<file path="config.mk">
export PLATFORM = sky130hd
export DESIGN_NAME = rpd_regs
export DESIGN_NICKNAME = d
export VERILOG_FILES = /design/src/logic/rpd_pkg.sv /design/src/logic/rpd_bus_if.sv /design/src/logic/rpd_fs_gate.sv /design/src/logic/rpd_regs.sv
export SDC_FILE = /design/constraint.sdc
export NUM_CORES = 1
export LEC_CHECK = 0
export BUFFER_PORTS_ARGS = -buffer_cell sky130_fd_sc_hd__buf_4
export CAP_MARGIN = 20
export CORE_MARGIN = 3
export CORE_UTILIZATION = 45
export DETAILED_ROUTE_END_ITERATION = 8
export PLACE_DENSITY = 0.71
export SLEW_MARGIN = 30
export SYNTH_ARGS = -nofsm -noshare
export SYNTH_HDL_FRONTEND = slang
export SYNTH_SLANG_ARGS = --single-unit
export TNS_END_PERCENT = 20
</file>
<file path="constraint.sdc">
create_clock -name sys_clk -period 2.67 [get_ports sys_clk]
set_input_delay 0.267 -clock sys_clk [delete_from_list [all_inputs] [get_ports sys_clk]]
set_output_delay 0.267 -clock sys_clk [all_outputs]
set_load 0.02 [all_outputs]
</file>
<file path="src/logic/rpd_pkg.sv">
package rpd_pkg;
    // ----------------------------------------
    // Register offsets
    // ----------------------------------------
    localparam logic [7:0] OFF_PORT_SEL = 8'h4C;
    localparam logic [7:0] OFF_FV_MIN = 8'hBC;
    localparam logic [7:0] OFF_RSVD_BD = 8'hBD;
    localparam logic [7:0] OFF_PD_CTL = 8'hBE;
    localparam logic [7:0] OFF_RSVD_BF = 8'hBF;
    localparam logic [7:0] OFF_RSVD_C0 = 8'hC0;
    localparam logic [7:0] OFF_RSVD_CF = 8'hCF;
    localparam logic [7:0] OFF_PORT_DEBUG = 8'hD0;
    // ----------------------------------------
    // Reset values and fields
    // ----------------------------------------
    localparam logic [7:0] RST_FV_MIN = 8'h80;
    localparam logic [7:0] RST_PD_CTL = 8'h00;
    localparam logic [7:0] RST_RSVD = 8'h00;
    localparam logic [7:0] RST_PORT_SEL = 8'h00;
    localparam int BIT_ERR_ONCE = 0;
    localparam int BIT_ERR_CONT = 1;
    localparam int BIT_SELFTEST = 5;
    localparam int SEL_RD_LO = 4;
    localparam int NUM_PORTS = 4;
    localparam int NUM_PINS = 8;
endpackage : rpd_pkg

</file>
<file path="src/logic/rpd_bus_if.sv">
`timescale 1ns/1ps
interface rpd_bus_if;
    logic wrEn;
    logic [7:0] addr;
    logic [7:0] wrData;
    logic [7:0] rdData;
    modport master (output wrEn, addr, wrData, input rdData);
    modport slave (input wrEn, addr, wrData, output rdData);
endinterface : rpd_bus_if

</file>
<file path="src/logic/rpd_fs_gate.sv">
`timescale 1ns/1ps
module rpd_fs_gate
    import rpd_pkg::*;
(
    input wire logic sys_clk,
    input wire logic rst_n,
    input wire logic frameValid,
    input wire logic [7:0] minTime,
    output logic frameStart
);
    logic [7:0] count;
    logic fired;

    // ----------------------------------------
    // Duration count in receive clock periods
    // ----------------------------------------
    always_ff @(posedge sys_clk or negedge rst_n)
    begin
        if (!rst_n)
        begin
            count <= 8'h00;
            fired <= 1'b0;
            frameStart <= 1'b0;
        end
        else if (!frameValid)
        begin
            count <= 8'h00;
            fired <= 1'b0;
            frameStart <= 1'b0;
        end
        else
        begin
            frameStart <= 1'b0;
            if (!fired && count >= minTime)
            begin
                fired <= 1'b1;
                frameStart <= 1'b1;
            end
            else if (count != 8'hFF)
                count <= count + 8'h01;
        end
    end

    property p_no_early;
        @(posedge sys_clk) disable iff (!rst_n)
        frameStart |-> $past(frameValid) && $past(count >= minTime);
    endproperty
    a_no_early: assert property (p_no_early) else $error("frame start too early");

    property p_one_pulse;
        @(posedge sys_clk) disable iff (!rst_n)
        frameStart |=> !frameStart;
    endproperty
    a_one_pulse: assert property (p_one_pulse) else $error("frame start longer than one cycle");
endmodule : rpd_fs_gate

</file>
<file path="src/logic/rpd_regs.sv">
`timescale 1ns/1ps
// Notes on behaviour
// - Frame start is held back until frame valid has been high for the programmed minimum, reset 0x80.
// - The minimum is counted in receive clock periods.
// - Each pin's pull-down is on only while the pin is not an output.
// - A set pull-down disable bit also turns the pull-down off for an input pin; all bits reset to 0.
// - Port select uses bits 5:4 as binary read port and bits 3:0 as per-port write enables, any number of which can be set.
// - Paged debug accesses go to the copy of the port chosen by the port select.
// - Bit 5 of the debug register reads the remote self-test state of that port.
// - While bit 1 is set, back-channel frames of that port are corrupted continuously.
// - Writing 1 to bit 0 injects exactly one back-channel error, then the bit clears itself.
module rpd_regs
    import rpd_pkg::*;
(
    // Clock and reset
    input wire logic sys_clk,
    input wire logic rst_n,
    // Register access
    input wire logic wrEn,
    input wire logic [7:0] addr,
    input wire logic [7:0] wrData,
    output logic [7:0] rdData,
    // Frame timing
    input wire logic frameValid,
    output logic frameStart,
    // Pins
    input wire logic [NUM_PINS-1:0] pinIsOutput,
    output logic [NUM_PINS-1:0] pulldownEnable,
    // Per-port link
    input wire logic [NUM_PORTS-1:0] remoteSelftestActive,
    input wire logic [NUM_PORTS-1:0] backchanFrameDone,
    output logic [NUM_PORTS-1:0] backchanCorrupt
);
    rpd_bus_if bus();
    logic [7:0] frameValidMinTime;
    logic [7:0] gpioPulldownControl;
    logic [7:0] rxPortSelect;
    logic [NUM_PORTS-1:0] errContinuous;
    logic [NUM_PORTS-1:0] errOnce;
    logic [NUM_PORTS-1:0] pendingOnce;
    logic [NUM_PORTS-1:0] stA;
    logic [NUM_PORTS-1:0] stB;
    logic [NUM_PORTS-1:0] stC;
    logic [NUM_PORTS-1:0] selftestSeen;
    logic fsPulse;
    logic [7:0] next_rdData;
    logic [1:0] rdPort;

    assign bus.wrEn = wrEn;
    assign bus.addr = addr;
    assign bus.wrData = wrData;
    assign rdPort = rxPortSelect[SEL_RD_LO+1:SEL_RD_LO];

    function automatic logic isReserved(input logic [7:0] a);
        isReserved = (a == OFF_RSVD_BD) || (a == OFF_RSVD_BF) || (a >= OFF_RSVD_C0 && a <= OFF_RSVD_CF);
    endfunction : isReserved

    // ----------------------------------------
    // Shared registers
    // ----------------------------------------
    always_ff @(posedge sys_clk or negedge rst_n)
    begin
        if (!rst_n)
        begin
            frameValidMinTime <= RST_FV_MIN;
            gpioPulldownControl <= RST_PD_CTL;
            rxPortSelect <= RST_PORT_SEL;
        end
        else if (bus.wrEn)
        begin
            if (bus.addr == OFF_FV_MIN)
                frameValidMinTime <= bus.wrData;
            if (bus.addr == OFF_PD_CTL)
                gpioPulldownControl <= bus.wrData;
            if (bus.addr == OFF_PORT_SEL)
                rxPortSelect <= {2'b00, bus.wrData[5:0]};
        end
    end

    // ----------------------------------------
    // Pull-down control
    // ----------------------------------------
    always_ff @(posedge sys_clk or negedge rst_n)
    begin
        if (!rst_n)
            pulldownEnable <= '0;
        else
            pulldownEnable <= ~pinIsOutput & ~gpioPulldownControl;
    end

    // ----------------------------------------
    // Per-port debug copies
    // ----------------------------------------
    for (genvar p = 0; p < NUM_PORTS; p++)
    begin : g_port
        logic wrHit;
        assign wrHit = bus.wrEn && bus.addr == OFF_PORT_DEBUG && rxPortSelect[p];

        always_ff @(posedge sys_clk or negedge rst_n)
        begin
            if (!rst_n)
            begin
                errContinuous[p] <= 1'b0;
                errOnce[p] <= 1'b0;
                pendingOnce[p] <= 1'b0;
            end
            else
            begin
                if (wrHit)
                    errContinuous[p] <= bus.wrData[BIT_ERR_CONT];
                errOnce[p] <= wrHit && bus.wrData[BIT_ERR_ONCE];
                if (wrHit && bus.wrData[BIT_ERR_ONCE])
                    pendingOnce[p] <= 1'b1;
                else if (backchanFrameDone[p])
                    pendingOnce[p] <= 1'b0;
            end
        end

        always_ff @(posedge sys_clk or negedge rst_n)
        begin
            if (!rst_n)
                backchanCorrupt[p] <= 1'b0;
            else
                backchanCorrupt[p] <= errContinuous[p] || pendingOnce[p];
        end
    end

    // ----------------------------------------
    // Self-test status synchroniser
    // ----------------------------------------
    always_ff @(posedge sys_clk or negedge rst_n)
    begin
        if (!rst_n)
        begin
            stA <= '0;
            stB <= '0;
            stC <= '0;
            selftestSeen <= '0;
        end
        else
        begin
            stA <= remoteSelftestActive;
            stB <= stA;
            stC <= stB;
            for (int i = 0; i < NUM_PORTS; i++)
                if (stB[i] == stC[i])
                    selftestSeen[i] <= stC[i];
        end
    end

    // ----------------------------------------
    // Read data
    // ----------------------------------------
    always_comb
    begin
        next_rdData = 8'h00;
        if (bus.addr == OFF_FV_MIN)
            next_rdData = frameValidMinTime;
        else if (bus.addr == OFF_PD_CTL)
            next_rdData = gpioPulldownControl;
        else if (bus.addr == OFF_PORT_SEL)
            next_rdData = rxPortSelect;
        else if (isReserved(bus.addr))
            next_rdData = RST_RSVD;
        else if (bus.addr == OFF_PORT_DEBUG)
        begin
            next_rdData[BIT_SELFTEST] = selftestSeen[rdPort];
            next_rdData[BIT_ERR_CONT] = errContinuous[rdPort];
            next_rdData[BIT_ERR_ONCE] = errOnce[rdPort];
        end
    end

    always_ff @(posedge sys_clk or negedge rst_n)
    begin
        if (!rst_n)
            bus.rdData <= 8'h00;
        else
            bus.rdData <= next_rdData;
    end
    assign rdData = bus.rdData;

    rpd_fs_gate u_fs_gate (
        .sys_clk(sys_clk),
        .rst_n(rst_n),
        .frameValid(frameValid),
        .minTime(frameValidMinTime),
        .frameStart(fsPulse)
    );
    assign frameStart = fsPulse;

    // ----------------------------------------
    // Checks
    // ----------------------------------------
    property p_pulldown;
        @(posedge sys_clk) disable iff (!rst_n)
        rst_n |=> pulldownEnable == $past(~pinIsOutput & ~gpioPulldownControl);
    endproperty
    a_pulldown: assert property (p_pulldown) else $error("pull-down wrong");

    property p_pd_out_off;
        @(posedge sys_clk) disable iff (!rst_n)
        pinIsOutput[0] |=> !pulldownEnable[0];
    endproperty
    a_pd_out_off: assert property (p_pd_out_off) else $error("pull-down on output");

    property p_once_clears;
        @(posedge sys_clk) disable iff (!rst_n)
        errOnce[0] && !(wrEn && addr == OFF_PORT_DEBUG && rxPortSelect[0] && wrData[BIT_ERR_ONCE])
            |=> !errOnce[0];
    endproperty
    a_once_clears: assert property (p_once_clears) else $error("once bit stuck");

    property p_once_inject;
        @(posedge sys_clk) disable iff (!rst_n)
        (wrEn && addr == OFF_PORT_DEBUG && rxPortSelect[0] && wrData[BIT_ERR_ONCE]) |-> ##2 backchanCorrupt[0];
    endproperty
    a_once_inject: assert property (p_once_inject) else $error("single error missing");

    property p_cont;
        @(posedge sys_clk) disable iff (!rst_n)
        errContinuous[1] |=> backchanCorrupt[1];
    endproperty
    a_cont: assert property (p_cont) else $error("continuous errors missing");

    property p_page_wr;
        @(posedge sys_clk) disable iff (!rst_n)
        (wrEn && addr == OFF_PORT_DEBUG && !rxPortSelect[2]) |=> $stable(errContinuous[2]);
    endproperty
    a_page_wr: assert property (p_page_wr) else $error("write hit wrong port");

    property p_rsvd;
        @(posedge sys_clk) disable iff (!rst_n)
        isReserved(addr) |=> rdData == RST_RSVD;
    endproperty
    a_rsvd: assert property (p_rsvd) else $error("reserved read wrong");

    property p_fvmin_rst;
        @(posedge sys_clk) disable iff (!rst_n)
        $rose(rst_n) |-> frameValidMinTime == RST_FV_MIN;
    endproperty
    a_fvmin_rst: assert property (p_fvmin_rst) else $error("minimum reset wrong");

    property p_short_pulse;
        @(posedge sys_clk) disable iff (!rst_n)
        !frameValid |=> !frameStart;
    endproperty
    a_short_pulse: assert property (p_short_pulse) else $error("frame start without frame valid");

    c_fs: cover property (@(posedge sys_clk) frameStart);
    c_once: cover property (@(posedge sys_clk) errOnce[0]);
    c_cont: cover property (@(posedge sys_clk) backchanCorrupt[3]);
endmodule : rpd_regs

</file>
==> flow_summary_export.csv <==
group,metric,value,unit
logic_synthesis,synth_commonest_cells,"dfrtp_1 (79), mux2_2 (24), nand2_1 (20)",
logic_synthesis,async_flop_share,100.0,%
cells_and_area,seq_area,0.002003,mm2
routing,vias,2188,
sta,drv_slew,0,
logic_synthesis,yosysSeqAreaShare,59.69,%
global_route,grt_start_max_net_pins,52,
clocking,htreeDepth,3,
sta,setup_ws,0.3315,ns
clocking,cts_made_buffers,9,
power_and_ir_drop,vdd_drop_max,0.4261,mV
die,start_util,47.81,%
setup_path,end_kind,"flop",
sta,fin_crit,2.339,ns
logic_synthesis,avgSynthCellArea,13.11,um2
global_route,grt_pass1_vias,2248,
clocking,path_clk_slew,0.08,ns
place,routabilityCongestion,0.8295,
run,max-cap-violations,0,
hold_path,min_from,"pinIsOutput[7]",
routing,routed_wl,6244,um
clocking,clk_latency,0.35,ns
logic_synthesis,synth_compound_area_share,8.016,%
sta,worst_pin_slew,0.6310,ns
clocking,cts.path.max_buffers,2,
setup_path,required,2.91,ns
power_and_ir_drop,p_leak,0.002043,uW
cells_and_area,antenna_cells,0,
die,die_w,92.36,um
sta,tns,0,ns
hold_path,hold_path.class,"in2reg",
global_route,grt_pass1_wl,10820,um
sta,fin_crit_sh,87.59,%
routing,viasPerCell,5.160,
die,rows,30,
sta,clock.fmax,427.6,MHz
logic_synthesis,synth_top_area_share,58.91,%
sta,setup_viol,0,
logic_synthesis,synth_top_area_cell,"dfrtp_1",
routing,drcViolationCount,0,
logic_synthesis,yosysWarnings,0,
logic_synthesis,netlist_area,0.003356,mm2
sta,hold_violations,0,
die,io_pins,57,
global_route,antenna_found_initial,0,
power_and_ir_drop,pwr_density_cell,632.2,mW/mm2
cells_and_area,drive_gt1_share,35.06,%
hold_path,worstHoldEndpoint,"pulldownEnable[7]$_DFF_PN0_",
sta,whs,0.05263,ns
clocking,cts_tree,"yes",
setup_path,worstReg2RegStart,"u_fs_gate.count[0]$_DFFE_PN0P_",
logic_synthesis,ys.flop_type,"dfrtp_1",
setup_path,ff2ff_path_depth,7,
clocking,clkSinkCount,80,
logic_synthesis,synth_top_family_by_area,"multiplexers",
logic_synthesis,syn_nets,301,
cells_and_area,multiInputGateArea,0.001270,mm2
setup_path,critPathArrivalTime,2.58,ns
routing,drt_pass1_iterations,5,
logic_synthesis,synth_xor_area_share,0,%
logic_synthesis,yosysMostFrequentCell,"dfrtp_1",
outcome,status,"finished, final reports clean",
hold_path,whs_path_depth,2,
global_route,overflow,0,
die,core,0.007019,mm2
place,port_buffers,56,
setup_path,r2r_end,"u_fs_gate.count[5]$_DFFE_PN0P_",
cells_and_area,syn_to_final_growth,24.16,%
global_route,grt_util_all_layers,16.35,%
routing,drt-initial-drc-count,92,
setup_path,cp-start-kind,"flop",
logic_synthesis,ys_top_cells_by_area,"dfrtp_1 (59%), mux2_2 (8.1%), ha_1 (3.4%)",
die,dieArea,0.008529,mm2
clocking,cts_root_buffer,"clkbuf_8",
routing,drtAntennaViolNets,0,
sta,worst_clock_skew,0.009856,ns
routing,drt-wirelength-per-cell,14.73,um
logic_synthesis,synth_edf_count,0,
logic_synthesis,synth-simple-area-share,11.52,%
logic_synthesis,synth_seq_cells,80,
setup_path,worstPathMaxFanout,13,
logic_synthesis,synth_cell_types,50,
logic_synthesis,synth_mux_area_share,13.42,%
place,place_hpwl,4575,um
die,die_y,92.36,um
cells_and_area,finalNetCount,368,
place,dp_slack,0.2556,ns
cells_and_area,fillers,577,
logic_synthesis,netlist_instances,256,
logic_synthesis,synthAdderAreaFrac,4.549,%
clocking,cts_setup_buffers,0,
setup_path,r2r_setup_slack,0.33,ns
sta,rsz0062_at_grt,"no",
sta,relSlewSlack,57.61,%
cells_and_area,fin_util,59.36,%
setup_path,critical_path_class,"reg2reg",
final cells by class:
class / instances / share of cell area [%]
inverters: 16 / 1.441
clock inverters: 5 / 1.532
multi-input cells: 154 / 30.48
clock buffers: 11 / 3.634
well taps: 96 / 2.883
repair buffers: 62 / 11.95
flip-flops and latches: 80 / 48.08
flip-flops by register name, summed over array words and instances (netlist names), 6 cells and up:
signal / flops
frameValidMinTime: 8
rdData: 8
gpioPulldownControl: 8
pulldownEnable: 8
rxPortSelect: 6
u_fs_gate.count: 8
power by group:
| part | total (uW) | internal, uW | switching [uW] | leakage [uW] |
|---|---|---|---|---|
| clock | 928 | 489 | 438 | 0.000106 |
| combinational | 381 | 192 | 188 | 0.000886 |
| sequential | 1330 | 1280 | 50.3 | 0.00105 |
| total | 2630 | 1960 | 677 | 0.00204 |
kinds of logic after synthesis:
group / after synthesis
flip-flops: 80
AND/OR/NAND/NOR: 68
multiplexers: 39
AO/OA/AOI/OAI: 34
buffers and inverters: 22
adder cells (fa/ha/maj): 13
through the flow:
stage	instance area (um2)	total power, uW	instances
4_1_cts	4135	2653	422
3_3_place_gp	3862	1694	402
3_5_place_dp	3890	1713	403
5_1_grt	4167	2775	424
2_1_floorplan	3356	1579	256
6_report	4167	2634	424
cell usage in the layout, fill, tap and decap left out, types with 2 or more instances in the layout:
cell type,Yosys,final
a21oi_1,3,3
o31ai_1,2,2
or2_2,5,5
dfrtp_1,79,79
o21a_1,4,4
maj3_1,4,4
ha_1,9,9
mux2_2,24,24
nor2_1,13,13
mux4_2,2,2
o21ai_0,7,7
nand2b_1,2,2
nand2_1,20,20
or3_1,2,2
clkinv_4,0,2
clkbuf_8,0,11
mux2_1,4,4
mux2i_1,9,9
a22oi_1,4,4
buf_4,0,56
dlygate4sd3_1,0,5
and2_1,6,6
nand3_1,3,3
inv_1,16,16
nor3_1,3,3
a21o_1,4,4
timing repair:
action / 4_1_cts / 5_1_grt
gates resized for setup: 0 / 1
endpoints found under the setup margin: 0 / 1
endpoints found under the hold margin: 30 / 2
hold buffers: 3 / 2
how the worst max path moves through the flow:
stage	from	to	slack, ns	cells after the start
after global placement	frameValidMinTime[7]$_DFFE_PN1P_	u_fs_gate.count[5]$_DFFE_PN0P_	0.34	7
after CTS	frameValidMinTime[7]$_DFFE_PN1P_	u_fs_gate.count[1]$_DFFE_PN0P_	0.25	7
final	u_fs_gate.count[0]$_DFFE_PN0P_	u_fs_gate.count[5]$_DFFE_PN0P_	0.33	7
after global routing	u_fs_gate.count[0]$_DFFE_PN0P_	u_fs_gate.count[5]$_DFFE_PN0P_	0.17	7
after detailed placement	frameValidMinTime[7]$_DFFE_PN1P_	u_fs_gate.count[1]$_DFFE_PN0P_	0.26	7
after floorplan	u_fs_gate.count[0]$_DFFE_PN0P_	u_fs_gate.count[5]$_DFFE_PN0P_	0.58	7
critical path: stages (launching register included):
cell	delay (ns)
dfrtp_1	0.39
inv_1	0.08
ha_1	0.27
nand2b_4	0.15
a2111oi_4	0.43
o32ai_4	0.22
or4_1	0.55
o211a_1	0.14
layer usage:
| layer | vias to the layer above | routed length [um] | track usage, % |
|---|---|---|---|
| met3 | 9 | 484 | 5.686 |
| met4 | 0 | 95 | 5.569 |
| met5 | - | 0 | 0 |
| met1 | 1058 | 2707 | 21.06 |
| li1 | 1044 | - | - |
| met2 | 77 | 2957 | 25.80 |
No activity file was read; power rests on OpenSTA's default activity.
